--- config.mk ---
export PLATFORM = sky130hd
export DESIGN_NAME = dual_mode_io_port_pins
export DESIGN_NICKNAME = d
export VERILOG_FILES = /design/src/gpio_pkg.sv /design/src/bank_integral_filter.sv /design/src/dual_mode_io_port_pins.sv /design/src/strobe_edge.sv
export VERILOG_INCLUDE_DIRS = /design/src
export SDC_FILE = /design/constraint.sdc
export NUM_CORES = 1
export LEC_CHECK = 0
export ABC_AREA = 1
export BUFFER_PORTS_ARGS = -buffer_cell sky130_fd_sc_hd__buf_2
export CAP_MARGIN = 20
export CORE_ASPECT_RATIO = 0.6
export CORE_MARGIN = 2
export CORE_UTILIZATION = 49
export CTS_CLUSTER_SIZE = 30
export DETAILED_ROUTE_END_ITERATION = 12
export MAX_ROUTING_LAYER = met4
export PLACE_DENSITY = 0.82
export SYNTH_ARGS = -nofsm -noshare
export SYNTH_HDL_FRONTEND = slang
export SYNTH_SLANG_ARGS = --single-unit
--- constraint.sdc ---
create_clock -name mclk -period 2.9 [get_ports mclk]
set_input_delay 0.145 -clock mclk [delete_from_list [all_inputs] [get_ports mclk]]
set_output_delay 0.145 -clock mclk [all_outputs]
set_load 0.02 [all_outputs]
--- src/gpio_defs.svh ---
// Constants for the dual-mode I/O port block: register map, fields, resets, timing.
// Assumes a 50 MHz mclk and a byte-addressed Avalon-MM register window.
`ifndef GPIO_DEFS_SVH
`define GPIO_DEFS_SVH

`define CLK_PERIOD_NS       20
`define FILTER_UNIT_NS      1000
`define FILTER_UNIT_CYCLES  ((`FILTER_UNIT_NS + `CLK_PERIOD_NS - 1) / `CLK_PERIOD_NS)
`define FILTER_CNT_W        10

`define ADDR_W              6
`define OFS_CTRL            6'h00
`define OFS_OUT_PENDING     6'h04
`define OFS_OUT_ACTIVE      6'h08
`define OFS_LIVE_IN         6'h0C
`define OFS_LATCH_IN        6'h10
`define OFS_IRQ_STATUS      6'h14
`define OFS_IRQ_MASK        6'h18

`define CTRL_DIR_LSB        0
`define CTRL_DIR_MSB        7
`define CTRL_CAPTURE_EN     8
`define CTRL_UPDATE_EN      9
`define CTRL_RESET          10'h000
`define WORD_RESET          32'h00000000
`define BANK_RESET          8'h00

`define IRQ_W               2
`define IRQ_CAPTURE         0
`define IRQ_UPDATE          1
`define IRQ_RESET           2'h0

`endif

--- src/gpio_pkg.sv ---
// Types shared by the dual-mode I/O port block.
// Assumes nothing beyond a SystemVerilog package scope.
package gpio_pkg;
	typedef logic [7:0] bank_type;
	typedef logic [3:0] nibble_type;
	typedef enum logic {MODE_STANDALONE, MODE_HOST} port_mode_type;
endpackage

--- src/bank_integral_filter.sv ---
// Eight-line integral filter with a per-nibble time constant and a bypass.
// Assumes inputs synchronous to mclk; time constant n means (n+1) filter units.
`include "gpio_defs.svh"
module bank_integral_filter import gpio_pkg::*;
(
	input  wire logic       mclk,
	input  wire logic       reset_n,
	input  wire bank_type   sample,
	input  wire logic       enable,
	input  wire nibble_type tc_low,
	input  wire nibble_type tc_high,
	output bank_type        filt
);
	logic [`FILTER_CNT_W-1:0] cnt_q [8];

	function automatic logic [`FILTER_CNT_W-1:0] threshold(input nibble_type tc);
		threshold = `FILTER_CNT_W'(({6'h00, tc} + 10'h001) * `FILTER_UNIT_CYCLES);
	endfunction

	// While enabled, a bit flips only after its input has differed for the full threshold
	always_ff @(posedge mclk)
	begin
		if (!reset_n)
		begin
			filt <= `BANK_RESET;
			for (int i = 0; i < 8; i++)
				cnt_q[i] <= '0;
		end
		else
		begin
			for (int i = 0; i < 8; i++)
			begin
				if (!enable)
				begin
					filt[i]  <= sample[i];
					cnt_q[i] <= '0;
				end
				else if (sample[i] == filt[i])
					cnt_q[i] <= '0;
				else if (cnt_q[i] + 10'h001 >= threshold(i < 4 ? tc_low : tc_high))
				begin
					filt[i]  <= sample[i];
					cnt_q[i] <= '0;
				end
				else
					cnt_q[i] <= cnt_q[i] + 10'h001;
			end
		end
	end

	// The release edge still samples the reset values, so it starts no check
	a_filter_bypass: assert property (@(posedge mclk) disable iff (!reset_n)
		reset_n && !enable |=> filt == $past(sample))
		else $error("bypassed filter did not pass input through");

	a_glitch_reject: assert property (@(posedge mclk) disable iff (!reset_n)
		$past(reset_n) && $past(enable) && $past(enable, 2) && $changed(filt)
		|-> ((filt ^ $past(filt)) & ($past(sample, 2) ^ filt)) == 8'h00)
		else $error("filter output changed on a one-cycle input");

	c_filter_flip: cover property (@(posedge mclk) disable iff (!reset_n)
		enable && $changed(filt));
endmodule

--- src/dual_mode_io_port_pins.sv ---
// Top of the 32-line dual-mode I/O port block with its Avalon-MM register slave.
// Assumes synchronous inputs, a synchronous active-low reset and pins resolved outside from the enables.
`include "gpio_defs.svh"

// Behaviour
// - In host-slave mode the open-drain interrupt pin is pulled low while an unmasked interrupt is pending and released otherwise.
// - In host-slave mode each nibble of every bank is an input or an output as software configures it.
// - In standalone mode the first and second banks are inputs only and are never driven.
// - In standalone mode the third bank outputs the filtered first-bank inputs.
// - In standalone mode the fourth bank outputs the filtered second-bank inputs.
// - In host-slave mode the capture strobe latches all four banks when capture is enabled.
// - In host-slave mode the update strobe applies all pending outputs at once when update is enabled.
// - In standalone mode a low freeze pin holds the third and fourth bank outputs.
// - In standalone mode the third and fourth banks drive while the drive enable pin is low, else float.
// - In standalone mode a low filter-on pin passes the bank input straight to its output bank.
// - In standalone mode three 4-bit pin groups set the time constants of the three filter groups.
// - In standalone mode, while reset is low, the third and fourth banks output low.
module dual_mode_io_port_pins import gpio_pkg::*;
(
	input  wire logic               mclk,
	input  wire logic               reset_n,
	input  wire logic               standalone_select_n,
	input  wire bank_type           first_io_bank_in,
	output bank_type                first_io_bank_out,
	output bank_type                first_io_bank_oe,
	input  wire bank_type           second_io_bank_in,
	output bank_type                second_io_bank_out,
	output bank_type                second_io_bank_oe,
	input  wire bank_type           third_io_bank_in,
	output bank_type                third_io_bank_out,
	output bank_type                third_io_bank_oe,
	input  wire bank_type           fourth_io_bank_in,
	output bank_type                fourth_io_bank_out,
	output bank_type                fourth_io_bank_oe,
	input  wire logic               irq_request_n_in,
	output logic                    irq_request_n_out,
	output logic                    irq_request_n_oe,
	input  wire logic               input_capture_strobe,
	input  wire logic               output_freeze_n,
	input  wire logic               output_update_strobe,
	input  wire logic               output_drive_enable_n,
	input  wire logic               first_bank_filter_on,
	input  wire logic               second_bank_filter_on,
	input  wire nibble_type         first_bank_low_filter_const,
	input  wire nibble_type         first_bank_high_filter_const,
	input  wire nibble_type         second_bank_filter_const,
	input  wire logic [`ADDR_W-1:0] avs_address,
	input  wire logic               avs_read,
	input  wire logic               avs_write,
	input  wire logic [3:0]         avs_byteenable,
	input  wire logic [31:0]        avs_writedata,
	output logic [31:0]             avs_readdata,
	output logic                    avs_waitrequest,
	output logic                    irq
);
	port_mode_type        mode;
	logic                 host;
	logic                 standalone;
	logic [9:0]           ctrl_q;
	logic [31:0]          pending_q;
	logic [31:0]          active_q;
	logic [31:0]          latch_q;
	logic [31:0]          live_in;
	logic [`IRQ_W-1:0]    status_q;
	logic [`IRQ_W-1:0]    mask_q;
	logic [`IRQ_W-1:0]    irq_set;
	logic [`IRQ_W-1:0]    irq_clr;
	logic [31:0]          rd_mux;
	logic                 accept;
	logic                 wr_ctrl;
	logic                 wr_pend;
	logic                 wr_mask;
	logic                 capture_pulse;
	logic                 update_pulse;
	logic                 capture_fire;
	logic                 update_fire;
	bank_type             first_filt;
	bank_type             second_filt;
	logic [31:0]          dir_oe;

	// The pin is a level chosen by the board, so it is read without a register
	assign mode       = standalone_select_n ? MODE_HOST : MODE_STANDALONE;
	assign host       = (mode == MODE_HOST);
	assign standalone = (mode == MODE_STANDALONE);
	assign live_in    = {fourth_io_bank_in, third_io_bank_in, second_io_bank_in, first_io_bank_in};

	function automatic logic [31:0] merge_bytes(input logic [31:0] old_v, input logic [31:0] new_v,
		input logic [3:0] be);
		merge_bytes = old_v;
		for (int b = 0; b < 4; b++)
		begin
			if (be[b])
				merge_bytes[b*8 +: 8] = new_v[b*8 +: 8];
		end
	endfunction

	// One direction bit per nibble, expanded to four pin enables each
	function automatic logic [31:0] nibble_enables(input logic [7:0] dir);
		nibble_enables = '0;
		for (int n = 0; n < 8; n++)
			nibble_enables[n*4 +: 4] = {4{dir[n]}};
	endfunction

	strobe_edge u_capture_edge
	(
		.mclk    (mclk),
		.reset_n (reset_n),
		.strobe  (input_capture_strobe),
		.pulse   (capture_pulse)
	);

	strobe_edge u_update_edge
	(
		.mclk    (mclk),
		.reset_n (reset_n),
		.strobe  (output_update_strobe),
		.pulse   (update_pulse)
	);

	bank_integral_filter u_first_filter
	(
		.mclk    (mclk),
		.reset_n (reset_n),
		.sample  (first_io_bank_in),
		.enable  (first_bank_filter_on),
		.tc_low  (first_bank_low_filter_const),
		.tc_high (first_bank_high_filter_const),
		.filt    (first_filt)
	);

	bank_integral_filter u_second_filter
	(
		.mclk    (mclk),
		.reset_n (reset_n),
		.sample  (second_io_bank_in),
		.enable  (second_bank_filter_on),
		.tc_low  (second_bank_filter_const),
		.tc_high (second_bank_filter_const),
		.filt    (second_filt)
	);

	// Bus slave: one wait state per access, so a request is taken while waitrequest is high
	assign accept  = (avs_read | avs_write) & avs_waitrequest;
	assign wr_ctrl = accept & avs_write & (avs_address == `OFS_CTRL);
	assign wr_pend = accept & avs_write & (avs_address == `OFS_OUT_PENDING);
	assign wr_mask = accept & avs_write & (avs_address == `OFS_IRQ_MASK);

	always_ff @(posedge mclk)
	begin
		if (!reset_n)
			avs_waitrequest <= 1'b1;
		else
			avs_waitrequest <= ~accept;
	end

	always_comb
	begin
		case (avs_address)
			`OFS_CTRL:        rd_mux = {22'h000000, ctrl_q};
			`OFS_OUT_PENDING: rd_mux = pending_q;
			`OFS_OUT_ACTIVE:  rd_mux = active_q;
			`OFS_LIVE_IN:     rd_mux = live_in;
			`OFS_LATCH_IN:    rd_mux = latch_q;
			`OFS_IRQ_STATUS:  rd_mux = {30'h00000000, status_q};
			`OFS_IRQ_MASK:    rd_mux = {30'h00000000, mask_q};
			default:          rd_mux = `WORD_RESET;
		endcase
	end

	always_ff @(posedge mclk)
	begin
		if (!reset_n)
			avs_readdata <= `WORD_RESET;
		else if (accept & avs_read)
			avs_readdata <= rd_mux;
	end

	always_ff @(posedge mclk)
	begin
		if (!reset_n)
			ctrl_q <= `CTRL_RESET;
		else if (wr_ctrl)
			ctrl_q <= 10'(merge_bytes({22'h000000, ctrl_q}, avs_writedata, avs_byteenable));
	end

	always_ff @(posedge mclk)
	begin
		if (!reset_n)
			pending_q <= `WORD_RESET;
		else if (wr_pend)
			pending_q <= merge_bytes(pending_q, avs_writedata, avs_byteenable);
	end

	// Deferred outputs wait for the update strobe; otherwise a write shows at once
	assign update_fire  = host & ctrl_q[`CTRL_UPDATE_EN] & update_pulse;
	assign capture_fire = host & ctrl_q[`CTRL_CAPTURE_EN] & capture_pulse;

	always_ff @(posedge mclk)
	begin
		if (!reset_n)
			active_q <= `WORD_RESET;
		else if (!ctrl_q[`CTRL_UPDATE_EN])
			active_q <= pending_q;
		else if (update_fire)
			active_q <= pending_q;
	end

	always_ff @(posedge mclk)
	begin
		if (!reset_n)
			latch_q <= `WORD_RESET;
		else if (capture_fire)
			latch_q <= live_in;
	end

	// Interrupt status: a new event beats a read-clear in the same cycle
	assign irq_set[`IRQ_CAPTURE] = capture_fire;
	assign irq_set[`IRQ_UPDATE]  = update_fire;
	assign irq_clr = {`IRQ_W{accept & avs_read & (avs_address == `OFS_IRQ_STATUS)}};

	always_ff @(posedge mclk)
	begin
		if (!reset_n)
			status_q <= `IRQ_RESET;
		else
			status_q <= (status_q & ~irq_clr) | irq_set;
	end

	always_ff @(posedge mclk)
	begin
		if (!reset_n)
			mask_q <= `IRQ_RESET;
		else if (wr_mask)
			mask_q <= avs_writedata[`IRQ_W-1:0];
	end

	always_ff @(posedge mclk)
	begin
		if (!reset_n)
			irq <= 1'b0;
		else
			irq <= |(status_q & mask_q);
	end

	// Open drain: only ever drives low; in standalone mode the pin is a tied test input
	always_ff @(posedge mclk)
	begin
		if (!reset_n)
		begin
			irq_request_n_out <= 1'b0;
			irq_request_n_oe  <= 1'b0;
		end
		else
		begin
			irq_request_n_out <= 1'b0;
			irq_request_n_oe  <= host & (|(status_q & mask_q));
		end
	end

	assign dir_oe = nibble_enables(ctrl_q[`CTRL_DIR_MSB:`CTRL_DIR_LSB]);

	// Input-only banks in standalone mode
	always_ff @(posedge mclk)
	begin
		if (!reset_n)
		begin
			first_io_bank_out  <= `BANK_RESET;
			first_io_bank_oe   <= `BANK_RESET;
			second_io_bank_out <= `BANK_RESET;
			second_io_bank_oe  <= `BANK_RESET;
		end
		else if (host)
		begin
			first_io_bank_out  <= active_q[7:0];
			first_io_bank_oe   <= dir_oe[7:0];
			second_io_bank_out <= active_q[15:8];
			second_io_bank_oe  <= dir_oe[15:8];
		end
		else
		begin
			first_io_bank_out  <= `BANK_RESET;
			first_io_bank_oe   <= `BANK_RESET;
			second_io_bank_out <= `BANK_RESET;
			second_io_bank_oe  <= `BANK_RESET;
		end
	end

	// Reset clears these to low, which is the standalone reset output level
	always_ff @(posedge mclk)
	begin
		if (!reset_n)
		begin
			third_io_bank_out  <= `BANK_RESET;
			fourth_io_bank_out <= `BANK_RESET;
		end
		else if (host)
		begin
			third_io_bank_out  <= active_q[23:16];
			fourth_io_bank_out <= active_q[31:24];
		end
		else if (output_freeze_n)
		begin
			third_io_bank_out  <= first_filt;
			fourth_io_bank_out <= second_filt;
		end
		else
		begin
			third_io_bank_out  <= third_io_bank_out;
			fourth_io_bank_out <= fourth_io_bank_out;
		end
	end

	// Host mode comes up with every bank as input; standalone drives the low reset level while the drive enable pin is low
	always_ff @(posedge mclk)
	begin
		if (!reset_n)
		begin
			third_io_bank_oe  <= standalone ? {8{~output_drive_enable_n}} : `BANK_RESET;
			fourth_io_bank_oe <= standalone ? {8{~output_drive_enable_n}} : `BANK_RESET;
		end
		else if (host)
		begin
			third_io_bank_oe  <= dir_oe[23:16];
			fourth_io_bank_oe <= dir_oe[31:24];
		end
		else
		begin
			third_io_bank_oe  <= {8{~output_drive_enable_n}};
			fourth_io_bank_oe <= {8{~output_drive_enable_n}};
		end
	end

	a_irq_pull_low: assert property (@(posedge mclk) disable iff (!reset_n)
		host && |(status_q & mask_q) |=> irq_request_n_oe && !irq_request_n_out)
		else $error("interrupt pin not pulled low while pending");

	a_irq_release: assert property (@(posedge mclk) disable iff (!reset_n)
		(status_q & mask_q) == 2'h0 |=> !irq_request_n_oe)
		else $error("interrupt pin still driven after clear");

	a_nibble_direction: assert property (@(posedge mclk) disable iff (!reset_n)
		host |=> {fourth_io_bank_oe, third_io_bank_oe, second_io_bank_oe, first_io_bank_oe}
		== nibble_enables($past(ctrl_q[`CTRL_DIR_MSB:`CTRL_DIR_LSB])))
		else $error("bank enables do not follow nibble directions");

	a_inputs_only: assert property (@(posedge mclk) disable iff (!reset_n)
		standalone |=> first_io_bank_oe == 8'h00 && second_io_bank_oe == 8'h00)
		else $error("input bank driven in standalone mode");

	a_filtered_outputs: assert property (@(posedge mclk) disable iff (!reset_n)
		standalone && output_freeze_n
		|=> third_io_bank_out == $past(first_filt) && fourth_io_bank_out == $past(second_filt))
		else $error("output banks do not follow filtered inputs");

	a_freeze_hold: assert property (@(posedge mclk) disable iff (!reset_n)
		standalone && !output_freeze_n |=> $stable(third_io_bank_out) && $stable(fourth_io_bank_out))
		else $error("frozen output banks changed");

	a_drive_enable: assert property (@(posedge mclk) disable iff (!reset_n)
		standalone |=> third_io_bank_oe == {8{!$past(output_drive_enable_n)}}
		&& fourth_io_bank_oe == third_io_bank_oe)
		else $error("output bank enable does not follow drive enable pin");

	a_reset_low: assert property (@(posedge mclk)
		!reset_n |=> third_io_bank_out == 8'h00 && fourth_io_bank_out == 8'h00)
		else $error("output banks not low after reset");

	a_capture_latch: assert property (@(posedge mclk) disable iff (!reset_n)
		capture_fire |=> latch_q == $past(live_in) && status_q[`IRQ_CAPTURE])
		else $error("capture strobe did not latch inputs");

	a_capture_idle: assert property (@(posedge mclk) disable iff (!reset_n)
		!(host && ctrl_q[`CTRL_CAPTURE_EN] && capture_pulse) |=> $stable(latch_q))
		else $error("latched inputs changed without an enabled strobe");

	a_update_hold: assert property (@(posedge mclk) disable iff (!reset_n)
		ctrl_q[`CTRL_UPDATE_EN] && !update_fire |=> $stable(active_q))
		else $error("deferred outputs changed without update strobe");

	c_capture_event: cover property (@(posedge mclk) disable iff (!reset_n) capture_fire);
	c_update_event:  cover property (@(posedge mclk) disable iff (!reset_n) update_fire);
	c_irq_driven:    cover property (@(posedge mclk) disable iff (!reset_n) $rose(irq_request_n_oe));
	c_freeze:        cover property (@(posedge mclk) disable iff (!reset_n)
		standalone && !output_freeze_n ##1 standalone && output_freeze_n);
endmodule

--- src/strobe_edge.sv ---
// Rising-edge detector for a strobe pin.
// Assumes the strobe is already synchronous to mclk.
module strobe_edge
(
	input  wire logic mclk,
	input  wire logic reset_n,
	input  wire logic strobe,
	output logic      pulse
);
	logic strobe_q;

	always_ff @(posedge mclk)
	begin
		if (!reset_n)
			strobe_q <= 1'b0;
		else
			strobe_q <= strobe;
	end

	assign pulse = strobe & ~strobe_q;
endmodule

==> results.txt, run 1 <==
Status -> finished clean
Die Height -> 164 um
Clk_skew -> 0.0270 ns
DP Area -> 23500 um2
1st-pass router iterations -> 6
Synthesis-to-finish area growth -> 22.5%
Later-pin clock latency in the skew report -> 0.55 ns
ANT nets after route -> 0
Setup violations, final -> 0
Hold Crit Class -> primary input to flip-flop
Met1 usage -> 0.353
Fin Hold WS -> 0.0296 ns
Seq/Total Area, Yosys -> 0.425
Part of the cycle the worst path needs -> 0.932
Final Critical Period -> 2.70 ns
Mean area per synthesized cell -> 7.90 um2
Met2 usage -> 0.382
PwrDens -> 530 nW/um2
MaxCap Viol Count -> 0
Rows -> 58
Yosys reg bits -> 363
H-tree levels -> 2
Largest stage delay, worst path -> 0.31 ns
Final core occ -> 0.610
Crit start category -> primary input
I/O Buffers -> 195
Routed WL -> 58100 um
Max-slew violation count -> 0
Num ports -> 198
Die area -> 44300 um2
DP Cell Count -> 3563
Number of global-route vias before repair -> 17.9k
Cts bufs inserted -> 35
M3 GR Usage -> 0.0594
Clock root cell -> clkbuf_16
Global placement routability congestion -> 0.934
Largest net degree at the start of global routing -> 118
Core Box Area -> 41900 um2
CTS tree -> done
CTS Sinks -> 363
Hold Path Origin -> output_freeze_n
Ys Warns -> 0
Worst rel slew slack -> 0.319
Setup crit end kind -> flip-flop
GRT Util Overall -> 0.259
Crit-path most repeated cell -> ha_1
Crit Path Max Fanout -> 5
Initial core utilization -> 0.498
GRT Max-Usage Layer -> met2
DR DRC count -> 0
Max Freq -> 370 MHz
DRT iter0 DRCs -> 2071
DIE WIDTH -> 270 um
Vias per std cell -> 5.22
Total power draw -> 0.0136 W
DR WL/cell -> 15.7 um
Syn Std Cell Area -> 20900 um2
Initial antenna violation count -> 3
FILL cells -> 3501
FF-to-FF Start -> u_first_filter.cnt_q[1][10]
Via count -> 19.3k
Crit path arrival time -> 3.10 ns
Post-synth cell types -> 44
Unrepaired setup endpoints after global routing -> true
Post-Synthesis Cells -> 2643
Critical path class -> primary input to flip-flop
Final count of hold timing violations -> 0
Clk pin slew, worst setup/hold paths -> 0.07 ns
Crit-path cells -> buf_2 -> ha_1 -> xnor2_2 -> xor2_1 -> ha_1 -> ha_1 -> inv_1 -> xor2_2 -> buf_4 -> ha_1 -> a21oi_1 -> a21boi_1 -> nand2_1 -> nand2_2 -> nand4_4 -> nor2_2
CP required -> 3.30 ns
Layout cells sized above 1 -> 0.146
Footprint of the multi-input gates -> 11000 um2
Layout Cells excl Fill -> 3701
Clock buffer depth -> 3
Fin area -> 25600 um2
Critical Path Source -> first_bank_low_filter_const[0]
GRT Residual Overflow -> 0
Hpwl dp -> 40500 um
Leakage power -> 11.9 nW
Worst vdd ir -> 339 uV
First-pass GRT wire length -> 90700 um
Final net count -> 3348
Worst slew pin tran -> 1.02 ns
Sequential Area -> 8870 um2
Slowest stage cell, crit path -> xnor2_2
==> power breakdown <==
group	switching, W	leakage (nW)	internal, W	total [W]
clock	0.00209	0.561	0.00254	0.00463
combinational	0.00198	8.02	0.00124	0.00322
sequential	0.000164	3.29	0.00555	0.00572
==> routing by layer <==
metal  up-vias  share of wire
met4         0          0.029
met3       124           0.11
met2       899           0.43
li1       9497              -
met1      8806           0.44
met5         -              0
==> kinds of logic (layout without fill, tap and decap cells) <==
kind of cell | after synthesis | count (layout) | synth area share
flops | 363 | 363 | 0.425
buf+inv | 464 | 786 | 0.0894
xor+xnor | 109 | 109 | 0.0479
simple gates | 1086 | 1090 | 0.225
fa+ha+maj | 144 | 144 | 0.0866
compound gates | 475 | 475 | 0.126
other cells | 2 | 164 | 0.000360
==> cell type report <==
| class | count | share of cell area |
|---|---|---|
| sequential | 363 | 0.347 |
| clock buffer | 49 | 0.0407 |
| multi-input combinational | 1979 | 0.431 |
| timing repair buffer | 366 | 0.0961 |
| inverter | 361 | 0.0532 |
| tap | 570 | 0.0279 |
| antenna | 3 | 0.000293 |
| clock inverter | 10 | 0.00372 |
==> placed cells by master (no fill, tap or decap), drive strengths merged <==
master,count
dlygate4sd3,68
clkinvlp,1
nand4,60
or2,13
nand3,110
ha,143
o221ai,33
o211ai,12
a21boi,1
a21oi,226
conb,161
xor2,92
o2111ai,1
nand3b,1
clkbuf,49
diode,3
nand2,560
fa,1
and3,1
a31oi,16
a22oi,20
o21ai,151
a21o,2
xnor2,17
a31o,2
inv,362
nor3b,2
buf,298
nor2,332
nor3,11
o22ai,11
dfxtp,203
edfxtp,160
clkinv,8
==> cells in the mapped netlist (all sizes together) <==
cell | n | area share
nand3 | 110 | 0.027
edfxtp | 160 | 0.23
or2 | 13 | 0.0039
a21o | 2 | 0.00072
a21boi | 1 | 0.00036
nand3b | 1 | 0.00036
a31o | 2 | 0.00084
and3 | 1 | 0.00030
nor2 | 332 | 0.060
o21ai | 151 | 0.036
buf | 52 | 0.015
nand2 | 560 | 0.10
xnor2 | 17 | 0.0079
a31oi | 16 | 0.0048
fa | 1 | 0.00096
o2111ai | 1 | 0.00042
a21oi | 226 | 0.054
dfxtp | 203 | 0.19
a22oi | 20 | 0.0072
clkinv | 1 | 0.00018
conb | 2 | 0.00036
nor3 | 11 | 0.0026
inv | 360 | 0.065
ha | 143 | 0.086
nor3b | 2 | 0.00096
o22ai | 11 | 0.0033
nand4 | 56 | 0.028
clkbuf | 51 | 0.0092
o221ai | 33 | 0.014
xor2 | 92 | 0.040
o211ai | 12 | 0.0043
==> stage by stage <==
stage               setup WS (ns)  setup TNS, ns
finish                      0.197              0
global route              -0.0317         -0.587
CTS                        0.0477              0
detailed placement         -0.458         -60.72
global placement           -0.286         -40.81
floorplan                  0.0243              0
==> timing repair <==
action                                 4_1_cts  5_1_grt
setup endpoints to repair                    0      140
gates resized for setup                      0       43
buffers inserted                             0        4
endpoints found under the hold margin       93        0
hold buffers                                68        0
==> sequential cells by signal (all words and copies together), names as in the netlist, 2 cells and up <==
register / flops
third_io_bank_out: 8
ctrl_q: 10
fourth_io_bank_out: 8
third_io_bank_oe: 2
mask_q: 2
active_q: 32
fourth_io_bank_oe: 2
second_io_bank_oe: 2
avs_readdata: 32
second_io_bank_out: 8
latch_q: 32
u_first_filter.cnt_q: 80
u_second_filter.cnt_q: 80
first_io_bank_out: 8
status_q: 2
pending_q: 32
first_io_bank_oe: 2
u_first_filter.filt: 8
u_second_filter.filt: 8
==> critical path, delay by kind of cell <==
family / cells / cell delay, ns
fa+ha+maj: 4 / 1.08
xor+xnor: 3 / 0.67
simple gates: 4 / 0.54
buf+inv: 3 / 0.36
compound gates: 2 / 0.30
==> worst paths after layout <==
path	to	slack, ns	cells after the start
hold / removal	third_io_bank_out[0]	0.03	2
hold reg to reg	latch_q[26]	0.45	2
setup reg to reg	u_first_filter.cnt_q[1][18]	0.24	16
setup / recovery	u_first_filter.cnt_q[0][20]	0.20	16
Note: power is estimated with default switching activity, not from simulation.
==> run 2: changes to the inputs <==
--- a/config.mk
+++ b/config.mk
@@ -17,4 +17,5 @@
 export MAX_ROUTING_LAYER = met4
 export PLACE_DENSITY = 0.82
+export SLEW_MARGIN = 0
 export SYNTH_ARGS = -nofsm -noshare
 export SYNTH_HDL_FRONTEND = slang
==> constraint.sdc (replaced) <==
create_clock -name mclk -period 2.9 [get_ports mclk]
set_input_delay 0 -clock mclk [delete_from_list [all_inputs] [get_ports mclk]]
set_output_delay 0 -clock mclk [all_outputs]
set_load 0.02 [all_outputs]
==> run 2 against run 1 <==
  * Core utilization down 0.36 points
  * Flip-flop and latch count unchanged
  * Global-route usage up 0.099 points
  * Worst hold slack better by 0.012 ns
  * Register-to-register slack worse by 0.04 ns
  * Sequential share of layout area up 0.20 points
  * Sequential power about the same
  * Design area down 0.59%
  * Wire length down 1.8%
  * Maximum frequency down 0.33%
  * Clock power up 2%
  * Critical path depth down 1
  * Largest cell class unchanged
==> results.txt, run 2 (synthesis results as in run 1) <==
Hold Crit Class -> primary input to flip-flop
Critical path class -> primary input to flip-flop
Worst slew pin tran -> 1.01 ns (-0.00531 ns)
GRT Util Overall -> 0.260 (+0.000989)
CTS tree -> done
1st-pass router iterations -> 6 (unchanged)
Final count of hold timing violations -> 0 (unchanged)
CP required -> 3.29 ns (about the same)
DR DRC count -> 0 (unchanged)
Final core occ -> 0.606 (-0.00358)
Internal Pwr Total -> 0.00935 W (+0.19%)
Worst vdd ir -> 346 uV (+2.1%)
DP Cell Count -> 3559 (-0.11%)
Top Registers -> u_first_filter.cnt_q (80), u_second_filter.cnt_q (80)
Max-slew violation count -> 0 (unchanged)
Final net count -> 3348 (unchanged)
Logic pwr share -> 0.227 (-0.010)
DRT iter0 DRCs -> 2319 (+12%)
Die Height -> 164 um (unchanged)
Rows -> 58 (unchanged)
Setup violations, final -> 0 (unchanged)
DIE WIDTH -> 270 um (unchanged)
Largest net degree at the start of global routing -> 81 (-31%)
Clk pin slew, worst setup/hold paths -> 0.07 ns (about the same)
Setup crit end kind -> flip-flop
DR WL/cell -> 15.4 um (-1.9%)
Die area -> 44300 um2 (unchanged)
I/O Buffers -> 195 (unchanged)
Part of the cycle the worst path needs -> 0.935 (+0.00310)
Switching share of power -> 0.306 (-0.00563)
Cts bufs inserted -> 35 (unchanged)
Clock power frac -> 0.349 (+0.008)
Hold Path Origin -> avs_address[0]
Clk_skew -> 0.0135 ns (-0.0135 ns)
DP Area -> 23400 um2 (-0.28%)
Synthesis-to-finish area growth -> 21.8%
H-tree levels -> 2 (unchanged)
Vias per std cell -> 5.20 (-0.48%)
Layout cells sized above 1 -> 0.132 (-0.0148)
Fin area -> 25400 um2 (-0.59%)
Commonest non-fill, non-tap cells in the layout -> 547 x nand2_1, 357 x inv_1, 325 x nor2_1
Later-pin clock latency in the skew report -> 0.54 ns (about the same)
Crit start category -> primary input
ANT nets after route -> 0 (unchanged)
Commonest non-fill, non-tap cell in the layout -> nand2_1
Seq pwr share -> 0.424 (+0.003)
Setup TNS -> 0 ns (unchanged)
Final Critical Period -> 2.71 ns (+0.00898 ns)
Initial antenna violation count -> 1 (-2)
First-pass GRT wire length -> 91600 um (+1.0%)
Layout Cells excl Fill -> 3703 (+0.054%)
Hpwl dp -> 40400 um (-0.40%)
Total power draw -> 0.0135 W (-0.63%)
Initial core utilization -> 0.498 (unchanged)
GRT Residual Overflow -> 0 (unchanged)
Number of global-route vias before repair -> 18.2k (+1.9%)
Crit Path Max Fanout -> 10 (+5)
Crit path arrival time -> 3.11 ns (about the same)
Clock root cell -> clkbuf_16
Num ports -> 198 (unchanged)
Status -> finished clean
Switching Power -> 0.00413 W (-2.4%)
Critical Path Source -> first_bank_low_filter_const[0]
Core Box Area -> 41900 um2 (unchanged)
Leakage power -> 11.9 nW (+0.10%)
Max Freq -> 369 MHz (-0.33%)
FF-to-FF Start -> u_first_filter.cnt_q[1][30]
Clock buffer depth -> 3 (unchanged)
MaxCap Viol Count -> 0 (unchanged)
Global placement routability congestion -> 0.904 (-3.2%)
Via count -> 19.2k (-0.43%)
Worst rel slew slack -> 0.323 (+0.00354)
PwrDens -> 530 nW/um2 (about the same)
Routed WL -> 57000 um (-1.8%)
CTS Sinks -> 363 (unchanged)
-- run 2: worst paths after layout --
check,endpoint,slack (ns),cells past startpoint
max reg2reg,u_first_filter.cnt_q[1][31],0.20,16
min reg2reg,latch_q[13],0.45,2
max,u_first_filter.cnt_q[0][25],0.19,15
min,mask_q[1],0.04,6
-- run 2: final cells by class --
class	instances	area [um2]
fill	3466	16500
timing repair buffer	370	2520
multi-input combinational	1975	10800
inverter	361	1360
antenna	2	5.00
clock inverter	12	91.3
tap	570	713
clock buffer	50	1070
sequential	363	8870
-- run 2: what timing repair did --
action	4_1_cts	5_1_grt
setup endpoints to repair	0	62
hold buffers	78	0
resized for setup	0	11
hold endpoints to repair	133	0
setup buffers	0	2
-- run 2: stage by stage --
stage,setup WS [ns],hold slack [ns]
floorplan,0.0180,0.0976
global placement,-0.236,0.195
detailed placement,-0.407,0.199
CTS,0.148,0.00993
global route,-0.0130,0.0481
finish,0.188,0.0419
-- run 2: layer usage --
metal  global-route usage  vias up  part of all wire
li1                     -     9463                 -
met1                0.359     8734              0.45
met2                0.389      881              0.43
met3               0.0423      165             0.091
met4               0.0892        0             0.034
met5                    -        -                 0
-- run 2: critical path, stage by stage --
cell and delay [ns]:
buf_2 0.13, ha_1 0.26, xnor2_2 0.26, xor2_1 0.19, ha_1 0.26, ha_1 0.31, inv_1 0.09, xor2_1 0.46
ha_1 0.35, a21oi_1 0.12, a21boi_0 0.18, nand2_1 0.09, nand2_2 0.10, nand4_4 0.17, nor2_1 0.15
-- run 2: power groups by stage --
stage / clock network [W] / logic [W] / registers, W
after floorplan: 0 / 0.00190 / 0.00581
after global placement: 0 / 0.00282 / 0.00581
after detailed placement: 0 / 0.00289 / 0.00582
after CTS: 0.00473 / 0.00300 / 0.00571
after global routing: 0.00492 / 0.00346 / 0.00574
final: 0.00470 / 0.00306 / 0.00571
